[src/verilog/tpm_pkg.sv]
// Constants, types and register layout for the transceiver power-mode block.
package tpm_pkg;

  // Register addresses on the control port.
  localparam logic [7:0] ADDR_MODE     = 8'h01;
  localparam logic [7:0] ADDR_STATUS   = 8'h03;
  localparam logic [7:0] ADDR_WAKE_CFG = 8'h04;
  localparam logic [7:0] ADDR_EVENTS   = 8'h05;

  // Status register field positions.
  localparam int unsigned STAT_SLEEP_CAUSE_BIT    = 7;
  localparam int unsigned STAT_NORMAL_ENTERED_BIT = 5;

  // Operating modes, coded as the mode select field codes where one exists.
  typedef enum logic [2:0] {
    MODE_OFF      = 3'h0,
    MODE_SLEEP    = 3'h1,
    MODE_OVERTEMP = 3'h2,
    MODE_STANDBY  = 3'h4,
    MODE_NORMAL   = 3'h7
  } tpm_mode_e;

  // Wake configuration register, bits 4:0.
  typedef struct packed {
    logic local_wake_falling_enable;
    logic local_wake_rising_enable;
    logic selective_config_valid;
    logic selective_wake_enable;
    logic bus_wake_enable;
  } tpm_wake_cfg_s;

  localparam logic [4:0] WAKE_CFG_RST = 5'h00;

  // Pending event register, bits 3:0.
  typedef struct packed {
    logic serial_fault_event;
    logic local_fall;
    logic local_rise;
    logic bus_wake;
  } tpm_events_s;

  localparam logic [3:0] EVENTS_RST      = 4'h0;
  localparam logic [3:0] WAKE_EVENT_MASK = 4'h7;

  // Level pins from the analog side, all asynchronous to the clock.
  typedef struct packed {
    logic battery_above_pon;
    logic battery_below_poff;
    logic vcc_under;
    logic vio_under;
    logic temp_above_act;
    logic temp_below_rel;
    logic wake_pin;
    logic bus_wake_std;
    logic bus_wake_sel;
  } tpm_pin_in_s;

  // Registered pin controls.
  typedef struct packed {
    logic inh_oe;
    logic inh_o;
    logic bus_active;
    logic wake_monitor;
    logic selective_mode;
    logic rxd_low;
    logic serial_en;
  } tpm_pin_out_s;

  localparam logic [6:0] PIN_OUT_RST = 7'h00;

  // Timing: clock period and delays, rounded up to whole cycles.
  localparam int unsigned CLK_PERIOD_NS   = 50;
  localparam int unsigned T_STARTUP_US    = 100;
  localparam int unsigned T_UVD_US        = 10;
  localparam int unsigned T_UVD_SLEEP_US  = 20;
  localparam int unsigned STARTUP_CYC =
    (T_STARTUP_US * 1000 + CLK_PERIOD_NS - 1) / CLK_PERIOD_NS;
  localparam int unsigned UVD_CYC =
    (T_UVD_US * 1000 + CLK_PERIOD_NS - 1) / CLK_PERIOD_NS;
  localparam int unsigned UVD_SLEEP_CYC =
    (T_UVD_SLEEP_US * 1000 + CLK_PERIOD_NS - 1) / CLK_PERIOD_NS;

endpackage

[src/verilog/tpm_sync.sv]
// Two-flop synchroniser for a bundle of asynchronous levels.
`timescale 1ns/1ps
`default_nettype none
module tpm_sync #(
  parameter int unsigned WIDTH = 9
) (
  // Clock and reset
  input  wire logic             clock,
  input  wire logic             rst,
  // Levels
  input  wire logic [WIDTH-1:0] d,
  output logic      [WIDTH-1:0] q
);

  logic [WIDTH-1:0] meta_r;

  generate
    if (WIDTH < 1)
    begin : g_chk
      $error("tpm_sync: WIDTH must be at least 1.");
    end
  endgenerate

  always_ff @(posedge clock or posedge rst)
  begin
    if (rst)
    begin
      meta_r <= '0;
      q      <= '0;
    end
    else
    begin
      meta_r <= d;
      q      <= meta_r;
    end
  end

endmodule
`default_nettype wire

[src/verilog/tpm_timer.sv]
// Delay counter that raises done once run has held for CYCLES clocks.
`timescale 1ns/1ps
`default_nettype none
module tpm_timer #(
  parameter int unsigned CYCLES = 4
) (
  // Clock and reset
  input  wire logic clock,
  input  wire logic rst,
  // Control
  input  wire logic run,
  output logic      done
);

  localparam int unsigned W = $clog2(CYCLES + 1);
  localparam logic [W-1:0] LAST = W'(CYCLES);

  logic [W-1:0] cnt_r;

  generate
    if (CYCLES < 1)
    begin : g_chk
      $error("tpm_timer: CYCLES must be at least 1.");
    end
  endgenerate

  assign done = (cnt_r == LAST);

  // Dropping run restarts the count, so a glitchy level never accumulates.
  always_ff @(posedge clock or posedge rst)
  begin
    if (rst)
      cnt_r <= '0;
    else if (!run)
      cnt_r <= '0;
    else if (!done)
      cnt_r <= cnt_r + W'(1);
  end

endmodule
`default_nettype wire

[src/verilog/tpm_mode_fsm.sv]
`timescale 1ns/1ps
`default_nettype none
module tpm_mode_fsm (
  // Clock and reset
  input  wire logic        clock,
  input  wire logic        rst,
  // Register port
  input  wire logic [7:0]  reg_addr,
  input  wire logic [7:0]  reg_wdata,
  input  wire logic        reg_wr,
  input  wire logic        reg_rd,
  output logic      [7:0]  reg_rdata,
  // Events from the serial logic
  input  wire logic        serial_fault_event,
  // Asynchronous analog levels
  input  wire logic [8:0]  pins_async,
  // Pin controls and state
  output tpm_pkg::tpm_pin_out_s pin_ctl,
  output tpm_pkg::tpm_mode_e    mode_state
);

  tpm_pkg::tpm_mode_e    mode_r;
  tpm_pkg::tpm_mode_e    mode_nxt;
  tpm_pkg::tpm_wake_cfg_s cfg_r;
  tpm_pkg::tpm_wake_cfg_s cfg_nxt;
  tpm_pkg::tpm_events_s  pend_r;
  tpm_pkg::tpm_events_s  pend_nxt;
  tpm_pkg::tpm_events_s  ev_set;
  tpm_pkg::tpm_pin_in_s  pin_s;
  tpm_pkg::tpm_pin_out_s out_nxt;
  logic [8:0]            pins_sync;
  logic                  sleep_cause_r;
  logic                  normal_entered_r;
  logic [7:0]            rdata_r;
  logic                  wake_r;
  logic                  bus_std_r;
  logic                  bus_sel_r;

  // Modes in which the inhibit pin drives the battery level.
  function automatic logic inh_driven(input tpm_pkg::tpm_mode_e m);
    inh_driven = (m == tpm_pkg::MODE_STANDBY) || (m == tpm_pkg::MODE_NORMAL)
              || (m == tpm_pkg::MODE_OVERTEMP);
  endfunction

  // Low-power modes that behave alike on the bus side.
  function automatic logic low_power(input tpm_pkg::tpm_mode_e m);
    low_power = (m == tpm_pkg::MODE_STANDBY) || (m == tpm_pkg::MODE_SLEEP);
  endfunction

  tpm_sync #(
    .WIDTH (9)
  ) u_sync (
    .clock (clock),
    .rst   (rst),
    .d     (pins_async),
    .q     (pins_sync)
  );

  assign pin_s = pins_sync;

  wire batt_low  = pin_s.battery_below_poff;
  wire uv_level  = pin_s.vcc_under | pin_s.vio_under;
  wire vio_ok    = ~pin_s.vio_under;

  // Startup delay runs while the battery is present in Off.
  wire startup_run = (mode_r == tpm_pkg::MODE_OFF) & pin_s.battery_above_pon
                   & ~batt_low;
  wire startup_done;
  wire uvd_done;
  wire uvs_done;

  tpm_timer #(
    .CYCLES (tpm_pkg::STARTUP_CYC)
  ) u_startup (
    .clock (clock),
    .rst   (rst),
    .run   (startup_run),
    .done  (startup_done)
  );

  tpm_timer #(
    .CYCLES (tpm_pkg::UVD_CYC)
  ) u_uvd (
    .clock (clock),
    .rst   (rst),
    .run   (uv_level),
    .done  (uvd_done)
  );

  tpm_timer #(
    .CYCLES (tpm_pkg::UVD_SLEEP_CYC)
  ) u_uvs (
    .clock (clock),
    .rst   (rst),
    .run   (uvd_done),
    .done  (uvs_done)
  );

  // Register decode and mode requests.
  wire       mode_wr = reg_wr && (reg_addr == tpm_pkg::ADDR_MODE);
  wire       cfg_wr  = reg_wr && (reg_addr == tpm_pkg::ADDR_WAKE_CFG);
  wire       evt_wr  = reg_wr && (reg_addr == tpm_pkg::ADDR_EVENTS);
  wire [2:0] cmd     = reg_wdata[2:0];
  wire cmd_normal  = mode_wr && (cmd == tpm_pkg::MODE_NORMAL);
  wire cmd_standby = mode_wr && (cmd == tpm_pkg::MODE_STANDBY);
  wire cmd_sleep   = mode_wr && (cmd == tpm_pkg::MODE_SLEEP);

  wire wake_pending = |(pend_r & tpm_pkg::WAKE_EVENT_MASK);
  wire wake_source  = cfg_r.bus_wake_enable | cfg_r.local_wake_rising_enable
                    | cfg_r.local_wake_falling_enable;
  wire sleep_ok     = ~wake_pending & wake_source;

  wire uv_force = uvs_done && !batt_low && ((mode_r == tpm_pkg::MODE_STANDBY)
                  || (mode_r == tpm_pkg::MODE_NORMAL));

  // serial fault does not end Sleep
  wire sleep_wake = wake_pending;

  always_comb
  begin
    mode_nxt = mode_r;
    case (mode_r)
      tpm_pkg::MODE_OFF:
        if (startup_done)
          mode_nxt = tpm_pkg::MODE_STANDBY;
      tpm_pkg::MODE_NORMAL:
        if (pin_s.temp_above_act)
          mode_nxt = tpm_pkg::MODE_OVERTEMP;
        else if (uv_force)
          mode_nxt = tpm_pkg::MODE_SLEEP;
        else if (cmd_standby)
          mode_nxt = tpm_pkg::MODE_STANDBY;
        else if (cmd_sleep)
          mode_nxt = sleep_ok ? tpm_pkg::MODE_SLEEP : tpm_pkg::MODE_STANDBY;
      tpm_pkg::MODE_STANDBY:
        if (uv_force)
          mode_nxt = tpm_pkg::MODE_SLEEP;
        else if (cmd_normal)
          mode_nxt = tpm_pkg::MODE_NORMAL;
        else if (cmd_sleep)
          mode_nxt = sleep_ok ? tpm_pkg::MODE_SLEEP : tpm_pkg::MODE_STANDBY;
      tpm_pkg::MODE_SLEEP:
        if (sleep_wake)
          mode_nxt = tpm_pkg::MODE_STANDBY;
        else if (cmd_normal && vio_ok)
          mode_nxt = tpm_pkg::MODE_NORMAL;
        else if (cmd_standby && vio_ok)
          mode_nxt = tpm_pkg::MODE_STANDBY;
      tpm_pkg::MODE_OVERTEMP:
        if (pin_s.temp_below_rel)
          mode_nxt = tpm_pkg::MODE_STANDBY;
      default:
        mode_nxt = tpm_pkg::MODE_OFF;
    endcase
    if (batt_low)
      mode_nxt = tpm_pkg::MODE_OFF;
  end

  // wake detection, selective only with a valid configuration
  wire bus_watch = cfg_r.bus_wake_enable && low_power(mode_r);
  wire sel_mode  = cfg_r.selective_wake_enable && cfg_r.selective_config_valid;
  wire bus_edge  = sel_mode ? (pin_s.bus_wake_sel & ~bus_sel_r)
                            : (pin_s.bus_wake_std & ~bus_std_r);
  wire detect_on = low_power(mode_r) || (mode_r == tpm_pkg::MODE_NORMAL);

  assign ev_set.bus_wake   = bus_watch & bus_edge;
  assign ev_set.local_rise = detect_on & cfg_r.local_wake_rising_enable
                           & pin_s.wake_pin & ~wake_r;
  assign ev_set.local_fall = detect_on & cfg_r.local_wake_falling_enable
                           & ~pin_s.wake_pin & wake_r;
  assign ev_set.serial_fault_event = detect_on & serial_fault_event;

  // forced entry clears events; a new event in that cycle still wins
  wire [3:0] evt_clr = (uv_force || mode_r == tpm_pkg::MODE_OFF) ? 4'hf
                     : (evt_wr ? reg_wdata[3:0] : 4'h0);
  assign pend_nxt = (pend_r & ~evt_clr) | ev_set;

  // wake enables restored on forced entry
  assign cfg_nxt = uv_force ? tpm_pkg::tpm_wake_cfg_s'({1'b1, 1'b1,
                     cfg_r.selective_config_valid, 1'b0, 1'b1})
                 : (cfg_wr ? tpm_pkg::tpm_wake_cfg_s'(reg_wdata[4:0]) : cfg_r);

  // pin controls follow the next mode
  assign out_nxt.inh_oe         = inh_driven(mode_nxt);
  assign out_nxt.inh_o          = inh_driven(mode_nxt);
  assign out_nxt.bus_active     = (mode_nxt == tpm_pkg::MODE_NORMAL);
  assign out_nxt.wake_monitor   = cfg_nxt.bus_wake_enable & low_power(mode_nxt);
  assign out_nxt.selective_mode = out_nxt.wake_monitor
                                & cfg_nxt.selective_wake_enable
                                & cfg_nxt.selective_config_valid;
  assign out_nxt.rxd_low        = (|pend_nxt)
                                & (low_power(mode_nxt)
                                   || mode_nxt == tpm_pkg::MODE_OVERTEMP);
  assign out_nxt.serial_en      = low_power(mode_nxt)
                                || (mode_nxt == tpm_pkg::MODE_NORMAL);

  // Register read values; the mode field reads back the current mode.
  wire [7:0] status_val = {sleep_cause_r, 1'b0, normal_entered_r, 5'h00};
  wire [7:0] rd_val =
      (reg_addr == tpm_pkg::ADDR_MODE)     ? {5'h00, mode_r}
    : (reg_addr == tpm_pkg::ADDR_STATUS)   ? status_val
    : (reg_addr == tpm_pkg::ADDR_WAKE_CFG) ? {3'h0, cfg_r}
    : (reg_addr == tpm_pkg::ADDR_EVENTS)   ? {4'h0, pend_r}
    : 8'h00;

  always_ff @(posedge clock or posedge rst)
  begin
    if (rst)
    begin
      mode_r  <= tpm_pkg::MODE_OFF;
      cfg_r   <= tpm_pkg::WAKE_CFG_RST;
      pend_r  <= tpm_pkg::EVENTS_RST;
      pin_ctl <= tpm_pkg::PIN_OUT_RST;
    end
    else
    begin
      mode_r  <= mode_nxt;
      cfg_r   <= cfg_nxt;
      pend_r  <= pend_nxt;
      pin_ctl <= out_nxt;
    end
  end

  // Edge history for wake inputs, taken from synchronised levels only.
  always_ff @(posedge clock or posedge rst)
  begin
    if (rst)
    begin
      wake_r    <= 1'b0;
      bus_std_r <= 1'b0;
      bus_sel_r <= 1'b0;
    end
    else
    begin
      wake_r    <= pin_s.wake_pin;
      bus_std_r <= pin_s.bus_wake_std;
      bus_sel_r <= pin_s.bus_wake_sel;
    end
  end

  always_ff @(posedge clock or posedge rst)
  begin
    if (rst)
    begin
      sleep_cause_r    <= 1'b0;
      normal_entered_r <= 1'b1;
    end
    else
    begin
      if (uv_force)
        sleep_cause_r <= 1'b1;
      else if (mode_nxt == tpm_pkg::MODE_SLEEP && mode_r != tpm_pkg::MODE_SLEEP)
        sleep_cause_r <= 1'b0;
      if (mode_r == tpm_pkg::MODE_OFF)
        normal_entered_r <= 1'b1;
      else if (mode_nxt == tpm_pkg::MODE_NORMAL)
        normal_entered_r <= 1'b0;
    end
  end

  // Read data stand only in the cycle after the strobe.
  always_ff @(posedge clock or posedge rst)
  begin
    if (rst)
      rdata_r <= 8'h00;
    else
      rdata_r <= reg_rd ? rd_val : 8'h00;
  end

  assign reg_rdata  = rdata_r;
  assign mode_state = mode_r;

  // startup length counter
  // The startup delay is far longer than a delay range may reach, so the
  // cycles spent waiting in Off are counted here and bounded above.
  localparam logic [11:0] STARTUP_MAX = 12'(tpm_pkg::STARTUP_CYC + 1);
  logic [11:0] off_wait_r;

  always_ff @(posedge clock or posedge rst)
  begin
    if (rst)
      off_wait_r <= 12'h000;
    else if ((mode_r == tpm_pkg::MODE_OFF) && startup_run)
      off_wait_r <= off_wait_r + 12'h001;
    else
      off_wait_r <= 12'h000;
  end
endmodule
`default_nettype wire

[config.mk]
export PLATFORM = sky130hd
export DESIGN_NAME = tpm_mode_fsm
export DESIGN_NICKNAME = d
export VERILOG_FILES = /design/src/verilog/tpm_pkg.sv /design/src/verilog/tpm_sync.sv /design/src/verilog/tpm_timer.sv /design/src/verilog/tpm_mode_fsm.sv
export SDC_FILE = /design/constraint.sdc
export NUM_CORES = 1
export LEC_CHECK = 0
export ABC_AREA = 1
export BUFFER_PORTS_ARGS = -buffer_cell sky130_fd_sc_hd__clkbuf_2
export CAP_MARGIN = 25
export CORE_MARGIN = 4
export CORE_UTILIZATION = 52
export CTS_CLUSTER_DIAMETER = 100
export CTS_CLUSTER_SIZE = 16
export DETAILED_ROUTE_END_ITERATION = 6
export MAX_ROUTING_LAYER = met4
export PLACE_DENSITY = 0.84
export SYNTH_ARGS = -nofsm -noshare
export SYNTH_HDL_FRONTEND = slang
export SYNTH_SLANG_ARGS = --single-unit
[constraint.sdc]
create_clock -name clock -period 2.1 [get_ports clock]
set_clock_uncertainty 0.15 [all_clocks]
set_input_delay 0 -clock clock [delete_from_list [all_inputs] [get_ports clock]]
set_output_delay 0 -clock clock [all_outputs]
set_load 0.01 [all_outputs]
After elaboration in Yosys (flattened, before gate mapping)
Index checks and enable logic that the tools add are counted.

cells by class
  bitwise logic cells = 30
  reduce and logical (&&, ||, !) cells = 29
  eq/ne operators = 22
  mux-type cells = 34
  add/sub/neg operators = 3

operators by type and width
  kind                   number
  $mux 8                 5
  $mux 3                 13
  $mux 11                2
  $eq 3x3->1 const B     6
  $mux 9                 2
  $and 1x1->1            17
  $eq 8x3->1 const B     2
  $mux 5                 3
  $pmux 3 s5             1
  $logic_and 1x1->1      13
  $mux 4                 3
  $add 11x1->11 const B  1
  $eq 11x11->1 const B   1
  $add 9x1->9 const B    1
  $eq 3x1->1 const B     3
  $eq 9x9->1 const B     1
  $logic_or 1x1->1       9
  $add 8x1->8 const B    1
  $eq 8x1->1 const B     1
  $eq 8x2->1 const B     1
  $eq 8x8->1 const B     1
  $not 1->1              7
  $eq 3x2->1 const B     2
  $ne 2x2->1 const B     3
  11 further kinds       19

storage, ports and cells
  word-level logic and storage cells = 145
  register bits = 77
  input bits = 30
  output and inout port bits = 18

Longest topological paths before layout
  word-level depth = 15
  depth in mapped cells = 17
  mapped depth without buffers = 17

Hierarchy
A second synthesis with hierarchy kept.

unflattened totals
  cell total of the unflattened synthesis = 467
  area, all modules = 3801.1 sq um

modules (own cells, without submodules)
  module                  area each (sq um)  instances  sequential area each (sq um)  cells each
  tpm_mode_fsm            1685.4             1          752.0                         220
  tpm_timer at u_startup  653.1              1          275.3                         90
  tpm_timer at u_uvs      566.8              1          225.2                         79
  tpm_sync                454.2              1          450.4                         19
  tpm_timer at u_uvd      441.7              1          200.2                         59

Worst setup path before layout
Ideal clock, no wire load.

  path type = register to register
  start point = reg u_uvs.cnt_r[0]
  end point = reg sleep_cause_r
  buffers on the path = 0
  data arrival time = 1.722 ns
  path slack = 0.105 ns
  required time = 1.827 ns
  library setup time = 0.123 ns
  cell stages (with the launch flop) = 16
  clock period less this slack = 1.995 ns
  cell sequence = dfrtp_1 -> inv_1 -> ha_1 -> nand2_1 -> inv_1 -> nand2_1 -> nor2_4 -> inv_1 -> nor2_4 -> nor2_1 -> a21oi_2 -> nand2_1 -> nor2_1 -> nand3_1 -> o21ai_0 -> nand2_1

on the way
  longest elaborated chain between the ends = 10
  elaborated cells between the ends (all ways) = 12
  those cells by class = eq/ne (2); mux (6); reduce/logical (4)

RTL lines
  item                                RTL line             source
  start, declared                     tpm_timer.sv:18      logic [W-1:0] cnt_r;
  start signal, assigned              tpm_timer.sv:37      cnt_r <= cnt_r + W'(1);
  $eq 9x9->1 (*)                      tpm_timer.sv:27      assign done = (cnt_r == LAST);
  $logic_and 1x1->1 (*) (2 in a row)  tpm_mode_fsm.sv:113  wire uv_force = uvs_done && !batt_low && ((mode_r == tpm_pkg::MODE_STANDBY)
  $mux 3                              tpm_mode_fsm.sv:129  else if (uv_force)
  $mux 3                              tpm_mode_fsm.sv:127  if (pin_s.temp_above_act)
  $pmux 3 s5                          tpm_mode_fsm.sv:122  case (mode_r)
  $mux 3                              tpm_mode_fsm.sv:155  if (batt_low)
  $eq 3x1->1                          tpm_mode_fsm.sv:252  else if (mode_nxt == tpm_pkg::MODE_SLEEP && mode_r != tpm_pkg::MODE_SLEEP)
  $logic_and 1x1->1                   tpm_mode_fsm.sv:252
  $reduce_bool 2->1 (no source line)  -
  end signal, assigned                tpm_mode_fsm.sv:245  sleep_cause_r <= 1'b0;
  end signal, assigned                tpm_mode_fsm.sv:251  sleep_cause_r <= 1'b1;
  end signal, assigned                tpm_mode_fsm.sv:253  sleep_cause_r <= 1'b0;
  end, declared                       tpm_mode_fsm.sv:32   logic sleep_cause_r;

Mark *: on every way between the ends. The rest lies on a longest branch, timed or not.
A chain may end at the register's enable or synchronous reset.

Worst setup path in the final report
  start point = reg u_uvs.cnt_r[1]
  end point = reg sleep_cause_r

The elaborated chain is that of the path after synthesis.

==> metrics <==
status finished with violations; failing checks negative setup slack; most used flip-flop cell after synthesis dfrtp_1; vias per cell 5.081; total detailed-routing wirelength 8297 µm; DIE AREA 8358 µm²; LEAKAGE 2.294 nW; Final Cycle Share 1.033; initial antenna violation count 0; Final min period 2.170 ns; DRC 0; type of the worst min-delay path in2reg; RSZ-0062 raised after global routing true; total CTS buffers 9; compound-gate portion of the synthesized area 0.08299; Reg clk slew, reported paths 0.08 ns; CORE AREA 6794 µm²; CP startpoint kind flip-flop; first-pass GRT wire length 13610 µm; vias after detailed routing 3155; Peak VDD IR 0.4610 mV; Worst EP required 2.19 ns; Area Growth Syn to Fin 26.63%; Final Hold Vio Count 0; mux share of post-synthesis cell area 0; Die Ht 91.42 µm; synth top area cells dfrtp_1 (52%), nand2_1 (7.8%), inv_1 (7.5%); Critical Path Fanout Max 4; dpl hpwl 5539 µm; CP endpoint kind flip-flop; ys async rst share 1.000; Starting Density 0.5326; CTS tree done; GR Overflow Total 0; layout cell share with drive strength beyond 1 0.2362; PD cells 649.1 nW/µm²; Detail Route Antenna Nets 0; io pins 48; Synth Area in XOR/XNOR 0.007261; largest family of logic cells by synthesized area simple AND/OR/NAND/NOR gates; largest area contributor in the netlist dfrtp_1; Nets 556; hold slack 0.02036 ns; Max Freq 460.8 MHz; simple-gate share of the synthesized area 0.2766; DR pass1 iterations 5; Netlist cell types 31; Ys Warns 0; Post-Synth Adder-Cell Area 0.02075; Avg Synthesized Cell Area 8.435 µm²; Max Root-Sink Buffers 2; clk root buf clkbuf_8; largest net degree at the start of global routing 77; share of the synthesized area in the top cell type 0.5187; Util after Layout 0.6744; Worst-Skew Late Latency 0.35 ns; H-tree depth 3; clock sinks 76; count of pins over their slew limit 0; setup ws final -0.07006 ns; Synth Instances 429; Final Setup Violations 4; Setup CP Type reg2reg; ant diodes 0; Core Rows 30; Placer Congestion 0.9696; Max Cap Viol 0; wire per inst 13.36 µm; sequential cell area fraction in the yosys report 0.5259; pre-CTS setup slack -0.03503 ns; number of global-route vias before repair 3105; die width 91.42 µm; EDFF count, synth 0; total global-route track usage 0.2104; CP arrival 2.26 ns; flops & latches, synth 76; Iteration-0 DRC Markers 278; IO Port Bufs 43; Net Count, Synth 465; Cell Area, Synth 3618 µm²
-- Yosys cell counts (2+ instances only) --
cell and instances:
ha_1 6, nand3_4 2, nor4_1 5, a21oi_1 22, nand2_1 75, nor2_2 5, buf_4 2, nand3_2 3
o21ai_0 31, inv_1 72, dfrtp_1 75, nand4_1 6, inv_2 2, nor3_1 19, nor2_1 48, xor2_1 3
nor2_4 6, nand3_1 29, o22ai_1 2, nand2_2 5
-- routing by layer --
layer / share of wire / wire length (µm) / track usage / vias to the layer above
li1: - / - / - / 1546
met1: 0.42 / 3444 / 0.2366 / 1506
met2: 0.52 / 4285 / 0.3585 / 84
met3: 0.045 / 372 / 0.05717 / 19
met4: 0.023 / 194 / 0.07663 / 0
met5: 0 / 0 / - / -
-- flip-flops by register name, summed over array words and instances, names as in the netlist, 3 cells and up --
| signal | cells |
|---|---|
| u_startup.cnt_r | 11 |
| u_sync.meta_r | 9 |
| u_sync.q | 9 |
| u_uvs.cnt_r | 9 |
| u_uvd.cnt_r | 8 |
| reg_rdata | 7 |
| pin_ctl | 6 |
| cfg_r | 5 |
| pend_r | 4 |
| mode_state | 3 |
-- power by group --
group	switching [mW]	leakage (nW)	total [mW]	internal [mW]
registers	0.0320	0.980	1.55	1.52
logic	0.133	1.21	0.224	0.0912
clock network	0.538	0.109	1.20	0.664
total	0.703	2.29	2.97	2.27
-- through the flow --
step	instances	total power, mW	area [µm²]	setup TNS, ns
after floorplan	429	1.699	3618	0
after global placement	570	1.763	3980	0
after detailed placement	570	1.773	3980	-0.06789
after CTS	612	2.992	4453	0
after global routing	621	3.123	4582	-0.8914
final	621	2.974	4582	-0.1644
-- cell type report --
cell class | count | area (µm²)
clock inverter | 7 | 91.34
sequential | 76 | 1906
multi-input combinational | 275 | 1470
inverter | 74 | 277.8
timing repair buffer | 84 | 593.1
fill | 513 | 2212
tap | 96 | 120.1
clock buffer | 9 | 123.9
-- kinds of logic (layout without fill, tap and decap cells) --
kind of cell | after synthesis | in the layout
DFF | 76 | 76
AOI/OAI and AO/OA | 58 | 58
other | 1 | 1
xor gates and xnor gates | 3 | 3
buffers and inverters | 78 | 174
and+or+nand+nor | 207 | 207
adders and majority gates | 6 | 6
-- final timing paths --
kind                                       start                to  slack, ns  depth (start not counted)
min in group asynchronous                    rst        pin_ctl[5]       0.12                          4
worst max-delay path              u_uvs.cnt_r[1]     sleep_cause_r      -0.07                         15
worst max register to register    u_uvs.cnt_r[1]     sleep_cause_r      -0.07                         15
worst min-delay path                 reg_addr[3]      reg_rdata[7]       0.02                          5
worst min register to register  u_sync.meta_r[8]       u_sync.q[8]       0.20                          0
max in group asynchronous                    rst  normal_entered_r       1.34                          4
-- worst max-delay path, stage by stage (launching register included) --
cell and delay (ns):
dfrtp_1 0.40, inv_2 0.10, ha_4 0.14, nand2_2 0.05
inv_2 0.05, nand2_2 0.06, nor2_4 0.12, inv_2 0.06
nor2_4 0.15, nor2_4 0.07, a21oi_4 0.16, nand2_1 0.07
nor2_1 0.12, nand3_2 0.12, o21ai_2 0.17, nand2_1 0.07
-- layout by cell type (no fill, tap or decap), types with 9 or more instances in the layout --
cell and instances:
nand3_1 26, clkbuf_8 9, dfrtp_1 73, dlygate4sd3_1 23
a21oi_1 22, clkbuf_2 43, nor2_1 45, nand2_1 72
o21ai_0 28, inv_1 66, nor3_1 19, buf_4 17
-- what timing repair did --
action                     in CTS  in global routing
pin swaps                       4                 10
hold endpoints to repair      104                  0
gates resized for setup         3                 22
buffers inserted                3                  9
hold buffers                   23                  0
setup endpoints to repair       5                  8
Power figures use the tool's default switching activity.
